## src/rtl/mtd_map.vh

```
`ifndef MTD_MAP_VH
`define MTD_MAP_VH
// Register offsets
`define MTD_OFF_LIMIT      8'h5A
`define MTD_OFF_CTRL_ONE   8'h5B
`define MTD_OFF_CTRL_TWO   8'h5C
`define MTD_OFF_CTRL_THREE 8'h5D
`define MTD_OFF_STATUS     8'h5E
// Reset values
`define MTD_RST_LIMIT      8'h00
`define MTD_RST_CTRL_ONE   8'h00
`define MTD_RST_CTRL_TWO   8'h00
`define MTD_RST_CTRL_THREE 8'h00
// Control one fields
`define MTD_C1_ACAL        7
`define MTD_C1_DEGAUSS     6
`define MTD_C1_ONESHOT     5
`define MTD_C1_OSR_HI      4
`define MTD_C1_OSR_LO      2
`define MTD_C1_HMS_HI      1
`define MTD_C1_HMS_LO      0
// Control two fields
`define MTD_C2_HYB_AINC    5
`define MTD_C2_MM_DIS      4
`define MTD_C2_MM_DIS_THS  3
`define MTD_C2_MM_RST      2
`define MTD_C2_RCNT_HI     1
`define MTD_C2_RCNT_LO     0
// Control three fields
`define MTD_C3_RAW         7
// Sensor select codes
`define MTD_HMS_ACCEL      2'h0
`define MTD_HMS_MAG        2'h1
`define MTD_HMS_HYBRID     2'h3
// Degauss interval codes and counts
`define MTD_RCNT_EVERY     2'h0
`define MTD_RCNT_16        2'h1
`define MTD_RCNT_512       2'h2
`define MTD_RCNT_OFF       2'h3
`define MTD_DG_PERIOD_16   10'h00F
`define MTD_DG_PERIOD_512  10'h1FF
// Min/max reset values
`define MTD_MIN_INIT       16'h7FFF
`define MTD_MAX_INIT       16'h8000
// Burst wrap addresses
`define MTD_ADDR_WRAP_SLOW 8'h06
`define MTD_ADDR_WRAP_FAST 8'h05
`define MTD_ADDR_MAG_OUT   8'h33
// Degauss pulse length in clocks
`define MTD_DG_CYCLES      4'h8
`endif

```

## src/rtl/mtd_ctrl.v

```verilog
// Summary of operation
// [RQ1] Flag event when counter equals limit
// [RQ2] Counter saturates at programmed limit
// [RQ3] One count step per sample tick
// [RQ4] Hybrid mode doubles the step length
// [RQ5] Condition false: clear or decrement counter
// [RQ6] Condition true: increment counter by one
// [RQ7] Autocal loads offset (max plus min)/2
// [RQ8] Offsets applied only when raw bit low
// [RQ9] Degauss one-shot bit self-clears when done
// [RQ10] One-shot measure in Standby, then self-clear; the bit clears only on a magnetic sample, so never with sensor code 0 or 2
// [RQ11] Output rate from oversample and data rate
// [RQ12] Sensor select: accel, mag, hybrid codes
// [RQ13] Hybrid samples each sensor at half rate
// [RQ14] Hybrid maps magnetic and accel copies
// [RQ15] Burst wraps 0x06 to 0x33, slow read
// [RQ16] Burst wraps 0x05 to 0x33, fast read
// [RQ17] Track per-axis min/max each sample
// [RQ18] Event may stop min/max tracking
// [RQ19] Min/max reset loads 0x7FFF and 0x8000
// [RQ20] Degauss every cycle, 16 or 512
// [RQ21] Code 3: degauss on activate or one-shot
//
// Added by the designer: the address-and-strobe port.
`timescale 1ns/1ps
`include "mtd_map.vh"
module mtd_ctrl (
   input  wire        clk_in,         // System clock
   input  wire        sys_rst_in,     // Async reset, active high
   input  wire        clk_en_in,      // Freezes all state when low
   input  wire [7:0]  reg_addr_in,    // Register address
   input  wire [7:0]  reg_wdata_in,   // Write data
   input  wire        reg_wr_in,      // Write strobe
   input  wire        reg_rd_in,      // Read strobe
   output reg  [7:0]  reg_rdata_out,  // Read data, cycle after strobe
   input  wire        odr_tick_in,    // System sample tick
   input  wire        active_in,      // Device in Active mode
   input  wire        ths_cond_in,    // Threshold condition of sample
   input  wire        dbcnt_clr_in,   // Clear mode of debounce counter
   input  wire [47:0] mag_raw_in,     // Raw samples z,y,x 16 bits each
   input  wire        fast_read_in,   // Fast-read mode
   input  wire [7:0]  burst_addr_in,  // Current burst address
   output reg  [7:0]  burst_next_out, // Next burst address
   output reg         ths_event_out,  // Threshold event flag
   output reg         mag_sample_out, // Magnetic sample strobe
   output reg         acc_sample_out, // Accelerometer sample strobe
   output reg         degauss_out,    // Sensor reset pulse
   output reg  [2:0]  osr_out,        // Oversample ratio in use
   output reg         mag_en_out,     // Magnetometer enabled
   output reg         acc_en_out,     // Accelerometer enabled
   output reg         hyb_map_out,    // Hybrid output map active
   output reg  [47:0] mag_corr_out,   // Corrected samples z,y,x
   output reg  [47:0] mag_off_out     // Offsets z,y,x
);
   //--------------------------------------------
   // Usage notes
   //--------------------------------------------
   // All inputs come from logic on this clock, so none is synchronised
   // Sample tick is one clock wide; a longer tick counts several samples
   // Clock enable low freezes every register, bus port included
   // Register writes take effect on the edge that samples the strobe
   // Read data stand for one cycle after the read strobe, zero otherwise
   // Status byte is read only; writes to it are dropped
   // Debounce counter moves only on magnetic samples
   // Hybrid mode gives every other tick to the magnetometer
   // Hence the debounce step doubles in hybrid mode
   // Event flag is a level, one cycle behind the counter
   // Lowering the limit below the count clamps it on the next sample with the condition true
   // Clear mode is sampled at each magnetic sample only
   // Degauss pulse length is fixed by a header count
   // A pulse in progress masks any new degauss request
   // Activation degausses whenever the magnetometer is enabled
   // Interval counter counts magnetic samples, not clocks
   // Interval counter keeps its value across interval changes
   // Self-clearing bits lose to a host write in the same cycle
   // One-shot measure runs only while the device is in Standby
   // In Active the one-shot bit stays set and does nothing
   // Min/max reset lands two cycles after the request bit
   // Request bit drops in the cycle the reset lands
   // Reset of min/max beats tracking in the same cycle
   // Offsets use min/max from before the current sample
   // Midpoint rounds towards minus infinity for odd sums
   // Offset removal wraps in 16 bits like the samples
   // Raw bit bypasses offsets but calibration still runs
   // Tracking stop clears on a min/max reset or bit low
   // Burst next address follows the current one by a cycle
   // Burst jump applies only with the hybrid wrap bit set
   // Sensor code 2 enables neither sensor
   //--------------------------------------------
   // Registers and state
   //--------------------------------------------
   reg  [7:0]  limit_reg;
   reg  [7:0]  ctrl_one_reg;
   reg  [7:0]  ctrl_two_reg;
   reg  [7:0]  ctrl_three_reg;
   reg  [7:0]  dbcnt_reg;
   reg         phase_reg;
   reg  [9:0]  dg_cnt_reg;
   reg  [3:0]  dg_len_reg;
   reg         active_d_reg;
   reg         mm_stop_reg;
   reg  [47:0] min_reg;
   reg  [47:0] max_reg;
   reg  [47:0] off_reg;
   reg         mm_dirty_reg;
   wire [1:0]  hms = ctrl_one_reg[`MTD_C1_HMS_HI:`MTD_C1_HMS_LO];
   wire        hybrid = (hms == `MTD_HMS_HYBRID);
   wire        mag_on = (hms == `MTD_HMS_MAG) | hybrid;
   wire        one_shot_go = ctrl_one_reg[`MTD_C1_ONESHOT] & ~active_in;
   wire        run = (active_in | ctrl_one_reg[`MTD_C1_ONESHOT]) & odr_tick_in;
   // Hybrid alternates sensors so each sees half the tick rate
   wire        mag_tick = run & mag_on & (~hybrid | ~phase_reg);       // see [RQ13]
   wire        acc_tick = run & (hms == `MTD_HMS_ACCEL | (hybrid & phase_reg));
   wire        wr_one = clk_en_in & reg_wr_in & (reg_addr_in == `MTD_OFF_CTRL_ONE);
   wire        wr_two = clk_en_in & reg_wr_in & (reg_addr_in == `MTD_OFF_CTRL_TWO);
   wire        dg_period_hit;
   wire        dg_start;
   wire        dg_busy = (dg_len_reg != 4'h0);

   //--------------------------------------------
   // Register bus
   //--------------------------------------------
   // Host writes; hardware clears self-clearing bits, a new write wins
   always @(posedge clk_in or posedge sys_rst_in) begin
      if (sys_rst_in) begin
         limit_reg      <= `MTD_RST_LIMIT;
         ctrl_one_reg   <= `MTD_RST_CTRL_ONE;
         ctrl_two_reg   <= `MTD_RST_CTRL_TWO;
         ctrl_three_reg <= `MTD_RST_CTRL_THREE;
      end else if (clk_en_in) begin
         if (reg_wr_in && reg_addr_in == `MTD_OFF_LIMIT)
            limit_reg <= reg_wdata_in;
         if (reg_wr_in && reg_addr_in == `MTD_OFF_CTRL_THREE)
            ctrl_three_reg <= reg_wdata_in;
         if (wr_one) begin
            ctrl_one_reg <= reg_wdata_in;
         end else begin
            if (dg_len_reg == 4'h1)
               ctrl_one_reg[`MTD_C1_DEGAUSS] <= 1'b0;          // see [RQ9]
            if (mag_tick && one_shot_go)
               ctrl_one_reg[`MTD_C1_ONESHOT] <= 1'b0;          // see [RQ10]
         end
         if (wr_two)
            ctrl_two_reg <= reg_wdata_in;
         else if (mm_dirty_reg)
            ctrl_two_reg[`MTD_C2_MM_RST] <= 1'b0;              // see [RQ19]
      end
   end

   // Read mux, data one cycle after strobe
   always @(posedge clk_in or posedge sys_rst_in) begin
      if (sys_rst_in) begin
         reg_rdata_out <= 8'h00;
      end else if (clk_en_in) begin
         if (reg_rd_in) begin
            case (reg_addr_in)
               `MTD_OFF_LIMIT:      reg_rdata_out <= limit_reg;
               `MTD_OFF_CTRL_ONE:   reg_rdata_out <= ctrl_one_reg;
               `MTD_OFF_CTRL_TWO:   reg_rdata_out <= ctrl_two_reg;
               `MTD_OFF_CTRL_THREE: reg_rdata_out <= ctrl_three_reg;
               `MTD_OFF_STATUS:     reg_rdata_out <= {5'h00, ths_event_out, 1'b0, dbcnt_reg != 8'h00};
               default:             reg_rdata_out <= 8'h00;
            endcase
         end else begin
            reg_rdata_out <= 8'h00;
         end
      end
   end

   //--------------------------------------------
   // Debounce counter
   //--------------------------------------------
   // Steps only on magnetic samples, so the step tracks rate and hybrid
   always @(posedge clk_in or posedge sys_rst_in) begin
      if (sys_rst_in) begin
         dbcnt_reg     <= 8'h00;
         ths_event_out <= 1'b0;
         phase_reg     <= 1'b0;
      end else if (clk_en_in) begin
         if (run && hybrid)
            phase_reg <= ~phase_reg;                           // see [RQ4]
         else if (!hybrid)
            phase_reg <= 1'b0;
         if (mag_tick) begin                                   // see [RQ3]
            if (ths_cond_in) begin
               if (dbcnt_reg < limit_reg)
                  dbcnt_reg <= dbcnt_reg + 8'h01;              // see [RQ6]
               else
                  dbcnt_reg <= limit_reg;                      // see [RQ2]
            end else if (dbcnt_clr_in) begin
               dbcnt_reg <= 8'h00;                             // see [RQ5]
            end else if (dbcnt_reg != 8'h00) begin
               dbcnt_reg <= dbcnt_reg - 8'h01;                 // see [RQ5]
            end
         end
         ths_event_out <= ths_cond_in && (dbcnt_reg == limit_reg); // see [RQ1]
      end
   end

   //--------------------------------------------
   // Degauss scheduling
   //--------------------------------------------
   wire [1:0] rcnt = ctrl_two_reg[`MTD_C2_RCNT_HI:`MTD_C2_RCNT_LO];
   assign dg_period_hit = (rcnt == `MTD_RCNT_EVERY) |
                          (rcnt == `MTD_RCNT_16  && dg_cnt_reg == `MTD_DG_PERIOD_16) |
                          (rcnt == `MTD_RCNT_512 && dg_cnt_reg == `MTD_DG_PERIOD_512);
   assign dg_start = ~dg_busy & ((mag_tick & dg_period_hit) |          // see [RQ20]
                     (ctrl_one_reg[`MTD_C1_DEGAUSS] & ~degauss_out) |
                     (active_in & ~active_d_reg & mag_on));            // see [RQ21]

   // Interval counter, pulse timer and activation edge
   always @(posedge clk_in or posedge sys_rst_in) begin
      if (sys_rst_in) begin
         dg_cnt_reg   <= 10'h000;
         dg_len_reg   <= 4'h0;
         degauss_out  <= 1'b0;
         active_d_reg <= 1'b0;
      end else if (clk_en_in) begin
         active_d_reg <= active_in;
         if (mag_tick)
            dg_cnt_reg <= dg_period_hit ? 10'h000 : dg_cnt_reg + 10'h001;
         if (dg_start) begin
            dg_len_reg  <= `MTD_DG_CYCLES;
            degauss_out <= 1'b1;
         end else if (dg_busy) begin
            dg_len_reg  <= dg_len_reg - 4'h1;                  // see [RQ9]
            degauss_out <= (dg_len_reg != 4'h1);
         end
      end
   end

   //--------------------------------------------
   // Min/max tracking, calibration, offsets
   //--------------------------------------------
   // Per-axis next values; one process below owns every bit
   wire [47:0] min_next;
   wire [47:0] max_next;
   wire [47:0] off_next;
   wire [47:0] corr_next;
   wire        track_en = mag_tick & ~ctrl_two_reg[`MTD_C2_MM_DIS] & ~mm_stop_reg;
   wire        cal_en   = mag_tick & ctrl_one_reg[`MTD_C1_ACAL];

   genvar ax;
   generate
      for (ax = 0; ax < 3; ax = ax + 1) begin : g_axis
         // Signed views of this axis
         wire signed [15:0] raw  = mag_raw_in[ax*16 +: 16];
         wire signed [15:0] mn   = min_reg[ax*16 +: 16];
         wire signed [15:0] mx   = max_reg[ax*16 +: 16];
         // Sign-extended sum cannot overflow before the halving
         wire signed [16:0] sum  = {mx[15], mx} + {mn[15], mn};
         // Offset removal wraps like the sample format
         wire        [15:0] corr = raw - off_reg[ax*16 +: 16];
         // Reset request beats tracking in the same cycle
         assign min_next[ax*16 +: 16] = mm_dirty_reg ? `MTD_MIN_INIT :          // see [RQ19]
                                        ((track_en && raw < mn) ? raw : mn);    // see [RQ17]
         assign max_next[ax*16 +: 16] = mm_dirty_reg ? `MTD_MAX_INIT :
                                        ((track_en && raw > mx) ? raw : mx);
         // Midpoint of tracked extremes
         assign off_next[ax*16 +: 16] = cal_en ? sum[16:1] :
                                        off_reg[ax*16 +: 16];                   // see [RQ7]
         // Raw bit bypasses the offsets
         assign corr_next[ax*16 +: 16] = ctrl_three_reg[`MTD_C3_RAW] ? raw : corr; // see [RQ8]
      end
   endgenerate

   // Tracking registers and corrected samples, all axes at once
   always @(posedge clk_in or posedge sys_rst_in) begin
      if (sys_rst_in) begin
         min_reg      <= {3{`MTD_MIN_INIT}};
         max_reg      <= {3{`MTD_MAX_INIT}};
         off_reg      <= 48'h000000000000;
         mag_corr_out <= 48'h000000000000;
      end else if (clk_en_in) begin
         min_reg <= min_next;
         max_reg <= max_next;
         off_reg <= off_next;
         if (mag_tick)
            mag_corr_out <= corr_next;
      end
   end

   // Min/max reset request and threshold stop
   always @(posedge clk_in or posedge sys_rst_in) begin
      if (sys_rst_in) begin
         mm_dirty_reg <= 1'b0;
         mm_stop_reg  <= 1'b0;
      end else if (clk_en_in) begin
         mm_dirty_reg <= ctrl_two_reg[`MTD_C2_MM_RST] & ~mm_dirty_reg;
         if (!ctrl_two_reg[`MTD_C2_MM_DIS_THS] || mm_dirty_reg)
            mm_stop_reg <= 1'b0;
         else if (ths_event_out)
            mm_stop_reg <= 1'b1;                               // see [RQ18]
      end
   end

   //--------------------------------------------
   // Mode outputs and burst address
   //--------------------------------------------
   // Registered copies of the mode fields and the burst step
   always @(posedge clk_in or posedge sys_rst_in) begin
      if (sys_rst_in) begin
         osr_out        <= 3'h0;
         mag_en_out     <= 1'b0;
         acc_en_out     <= 1'b1;
         hyb_map_out    <= 1'b0;
         mag_sample_out <= 1'b0;
         acc_sample_out <= 1'b0;
         mag_off_out    <= 48'h000000000000;
         burst_next_out <= 8'h00;
      end else if (clk_en_in) begin
         osr_out        <= ctrl_one_reg[`MTD_C1_OSR_HI:`MTD_C1_OSR_LO]; // see [RQ11]
         mag_en_out     <= mag_on;                             // see [RQ12]
         acc_en_out     <= (hms == `MTD_HMS_ACCEL) | hybrid;
         hyb_map_out    <= hybrid;                             // see [RQ14]
         mag_sample_out <= mag_tick;
         acc_sample_out <= acc_tick;
         mag_off_out    <= off_reg;
         if (ctrl_two_reg[`MTD_C2_HYB_AINC] && !fast_read_in &&
             burst_addr_in == `MTD_ADDR_WRAP_SLOW)
            burst_next_out <= `MTD_ADDR_MAG_OUT;               // see [RQ15]
         else if (ctrl_two_reg[`MTD_C2_HYB_AINC] && fast_read_in &&
                  burst_addr_in == `MTD_ADDR_WRAP_FAST)
            burst_next_out <= `MTD_ADDR_MAG_OUT;               // see [RQ16]
         else
            burst_next_out <= burst_addr_in + 8'h01;
      end
   end

endmodule // mtd_ctrl

```

## config.mk

```make
export PLATFORM = sky130hd
export DESIGN_NAME = mtd_ctrl
export DESIGN_NICKNAME = d
export VERILOG_FILES = /design/src/rtl/mtd_ctrl.v
export VERILOG_INCLUDE_DIRS = /design/src /design/src/rtl
export SDC_FILE = /design/constraint.sdc
export NUM_CORES = 1
export LEC_CHECK = 0
export BUFFER_PORTS_ARGS = -buffer_cell sky130_fd_sc_hd__buf_2
export CORE_ASPECT_RATIO = 0.8
export CORE_MARGIN = 2
export CORE_UTILIZATION = 35
export DETAILED_ROUTE_END_ITERATION = 12
export GPL_TIMING_DRIVEN = 0
export MAX_ROUTING_LAYER = met4
export PLACE_DENSITY_LB_ADDON = 0.15
export SLEW_MARGIN = 20
export SYNTH_ARGS = -nofsm -noshare
export SYNTH_HDL_FRONTEND = slang
export SYNTH_SLANG_ARGS = --single-unit
```

## constraint.sdc

```tcl
create_clock -name clk_in -period 12.2 [get_ports clk_in]
set_input_delay 0.61 -clock clk_in [delete_from_list [all_inputs] [get_ports clk_in]]
set_output_delay 0.61 -clock clk_in [all_outputs]
set_load 0.005 [all_outputs]
```

==> results.md <==
- Traced cell by cell, the critical path runs through ha_1, and2_1, or2_1, nor2_1, clkbuf_1, and2_1, clkbuf_1, clkbuf_1, a31oi_1.
- By startpoint and endpoint, the worst setup path is classified as reg -> reg.
- At the worst endpoint, the arrival time is 4590 ps.
- The TritonCTS clock tree is done.
- The total count of max-transition violations in the final report is 0.
- The number of antenna violations at the first check in global routing is 2.
- Gates resized during post-CTS repair numbered 0.
- The routed design could run at a clock period as short as 4210 ps.
- Counting flops with a built-in enable in the synthesized netlist gives 0.
- Grouping stages by cell kind, the critical path spends the most delay in buffers and inverters.
- The quantity of I/O buffers inserted on ports is 201.
- Sequential elements use 39.7% of the synthesized area.
- The top cell types in the final layout, fill and taps aside, are dfrtp_1 (275), buf_2 (207), ha_1 (203).
- In this run the power density over the cells is 134 nW/um2.
- For the pin with the worst max-slew slack, the measured transition is 1200 ps.
- By instance count, the cell type seen most on the critical path is clkbuf_1.
- The number of nets handed over by synthesis was 2426.
- Detailed routing inserted a total of 17200 vias.
- The max-cap violation count is 0.
- Routability-driven placement finished with a final weighted congestion of 0.893.
- Across the VDD grid, the largest voltage drop is 0.0858 mV.
- The share of the clock period used by the worst path after layout is 34.5%.
- The via count of the first global-routing pass is 17000.
- The wire length reported by the detailed router is 69300 um.
- The detailed router's first-iteration violation count is 1181.
- Dividing the detail-routed wire length by the instance count gives 21.8 um.
- The floorplan has 79 rows.
- In this run the count of I/O pins placed on the die edge is 204.
- In the synthesized netlist the async set-or-reset flop fraction comes to 100%.
- No sink is reached through more buffers than the 3 on the longest clock path.
- Clock latency on the worst-skew pair, taken at its later pin, is 580 ps.
- In this run the remaining antenna-violating nets after routing total 0.
- For this design, the CTS-stage hold fixing added 0 buffers.
- The number of instances in the synthesized netlist is 2135.
- The number of clock sinks seen by CTS is 324.
- The slowest stage of the critical path is the clkbuf_1 cell.
- The synthesized area is 20600 um2.
- The floorplan step set the die width to 275 um.
- The commonest non-fill, non-tap cell in the layout is dfrtp_1.
- The worst min-delay path category is in -> async.
- Setup repair after global routing left no endpoint under its margin.
- Summed over all failing endpoints, the final setup total negative slack is 0 ps.
- The Yosys step of the flow raised 0 warnings.
- In this run, synthesis produced a sequential element count of 324.
- The root buffer cell chosen for the clock tree is clkbuf_16.
- In the global route stage, overall resource usage came out at 23.5%.
- The fraction of layout cells with a size suffix above 1 is 17.9%.
- The cell count of the worst reg-to-reg path is 9.
- The startpoint of the most critical register-to-register path is ctrl_one_reg[0].
- The H-tree level count is 2.
- Together, buffers and inverters on the worst path number 3.
- The area growth from synthesis to layout is 16.8%.
- Summed over all nets, the half-perimeter wirelength after detailed placement is 52400 um.
- The iteration count of the initial detailed-routing pass is 5.
- The number of buffers added for setup after CTS is 0.
- Timing would allow up to 238 MHz.
- For this design the static power due to leakage is 11.4 nW.
- The headroom to the max-slew limit is 20.0%.
- STA classifies the critical path startpoint as a flop.
- Counting the buffers created by CTS gives 40.
- The count of endpoints failing hold in the final timing report is 0.
- The design draws 3.22 mW.
- The synthesized area divided by synthesized cell count is 9.64 um2.
- The flow ran to the end, and the final reports show no timing, DRC or antenna violations.
- The first global-routing pass estimated 106000 um of wire.
- By area the synthesized netlist is led by dfrtp_1 (33%), ha_1 (12%), dfstp_2 (6.3%).
- Clock-pin slew was measured on the worst setup and hold paths at 60 ps.
- Across all register-to-register paths, the minimum setup slack is 7990 ps.
- The largest area contributor in the synthesized netlist is dfrtp_1.
- In this run, distinct cell masters in the synthesized netlist total 89.
- For the worst setup path, the data required time is 12580 ps.
- Setup violations remaining at the end of the flow were counted as 0.
- The share of Yosys cell area claimed by the top area cell type is 33.4%.
- The type of element capturing the critical path is a flop.
- The floorplan step set the die height to 221 um.
- For this run, the slowest stage of the critical path takes 860 ps.
- The endpoint of the most critical register-to-register path is off_reg[14].
- The largest driver fanout on the critical path is 10.
- Using the TritonRoute via totals, the vias-per-cell ratio works out to 5.41.
- The remaining global-route overflow is 0.
- For this run, design rule violations remaining after detail routing come to 0.
- The initial standard-cell utilization of the core is 35.4%.
- The final clock skew is 24.3 ps.
- The most used flip-flop cell after synthesis is dfrtp_1.
- Entering global routing, the biggest net connects 95 pins.
- The area of the core is 58100 um2.
- The total die area is 60800 um2.
- The number of nets in the layout is 2673.
cells by family (layout without fill, tap and decap cells):
logic type      count (synthesis)  count (layout)  share of synthesized area [%]
compound gates                597             597                           19.5
xor+xnor                       79              79                           3.36
fa+ha+maj                     209             209                           12.9
buf+inv                       269             547                           5.23
flops                         324             324                           39.7
mux                           122             122                           6.38
other cells                     0               1                              0
simple gates                  535             535                           12.9
synth_stat cells (6+ instances only):
master and number:
or4_1 7, o32a_1 15, a21oi_1 117, nand2_1 187
a22o_1 31, o211ai_1 18, or3_1 17, dfrtp_1 275
nor2_1 118, nor2b_1 20, xnor2_1 46, ha_1 203
o22ai_1 16, and3_1 20, nor3_1 31, a221o_1 8
o21bai_1 6, mux2i_1 48, fa_1 6, nand4_1 16
o31ai_1 7, a21o_1 53, a31oi_1 26, clkbuf_1 56
nand2b_1 13, o21ai_0 149, inv_1 193, a211oi_1 11
o21a_1 37, mux2_1 12, o21ai_1 12, dfstp_2 49
nand3_1 40, o22a_1 32, o31a_1 8, and2_1 18
o221ai_1 6, mux2_2 62, xor2_1 33
layer usage:
layer | routed length (um) | part of all wire, % | track usage, % | vias to the layer above
met3 | 3770 | 5.4 | 3.66 | 92
met4 | 1610 | 2.3 | 5.96 | 0
met5 | 0 | 0 | - | -
met1 | 33500 | 48 | 33.5 | 8509
li1 | - | - | - | 8178
met2 | 30400 | 44 | 34.7 | 445
worst register-to-register path, stage by stage (launching register included):
cell and delay [ps]:
dfrtp_1 440, ha_1 270, and2_1 200, or2_1 250, nor2_1 260, clkbuf_1 630
and2_1 240, clkbuf_1 670, clkbuf_1 860, a31oi_1 190
worst max path at each step:
stage,start,endpoint,slack (ps),cells past startpoint
2_1_floorplan,sys_rst_in,acc_sample_out,2700,1
3_5_place_dp,clk_en_in,off_reg[17],8100,8
3_3_place_gp,sys_rst_in,mag_corr_out[6],-1710,2
6_report,ctrl_one_reg[0],off_reg[14],7990,9
4_1_cts,ctrl_one_reg[0],off_reg[14],8040,9
5_1_grt,ctrl_one_reg[0],off_reg[35],7830,9
through the flow:
stage	hold slack [ps]	std cells	cell area [um2]	worst slack, ps	utilization [%]
after global routing	160	3182	24000	7830	41.3
after detailed placement	458	3109	22600	8100	39.0
after CTS	132	3182	24000	8040	41.3
after floorplan	443	2135	20600	2700	-
after global placement	460	3105	22500	-1710	38.8
final	98.0	3183	24000	7990	41.3
power by group:
| part | internal (mW) | switching, mW | total, mW |
|---|---|---|---|
| Combinational | 0.306 | 0.384 | 0.691 |
| Sequential | 1.19 | 0.0774 | 1.26 |
| Clock | 0.750 | 0.514 | 1.26 |
| Total | 2.24 | 0.976 | 3.22 |
cell type report:
| cell class | count | area (um2) |
|---|---|---|
| clock inverters | 15 | 221 |
| diodes | 1 | 2.50 |
| clock buffers | 58 | 1160 |
| inverters | 194 | 736 |
| flip-flops and latches | 324 | 8170 |
| plain buffers | 75 | 350 |
| fillers | 5792 | 34100 |
| repair buffers | 205 | 1090 |
| multi-input cells | 1542 | 11300 |
| well taps | 769 | 962 |
Power figures use the tool's default switching activity.
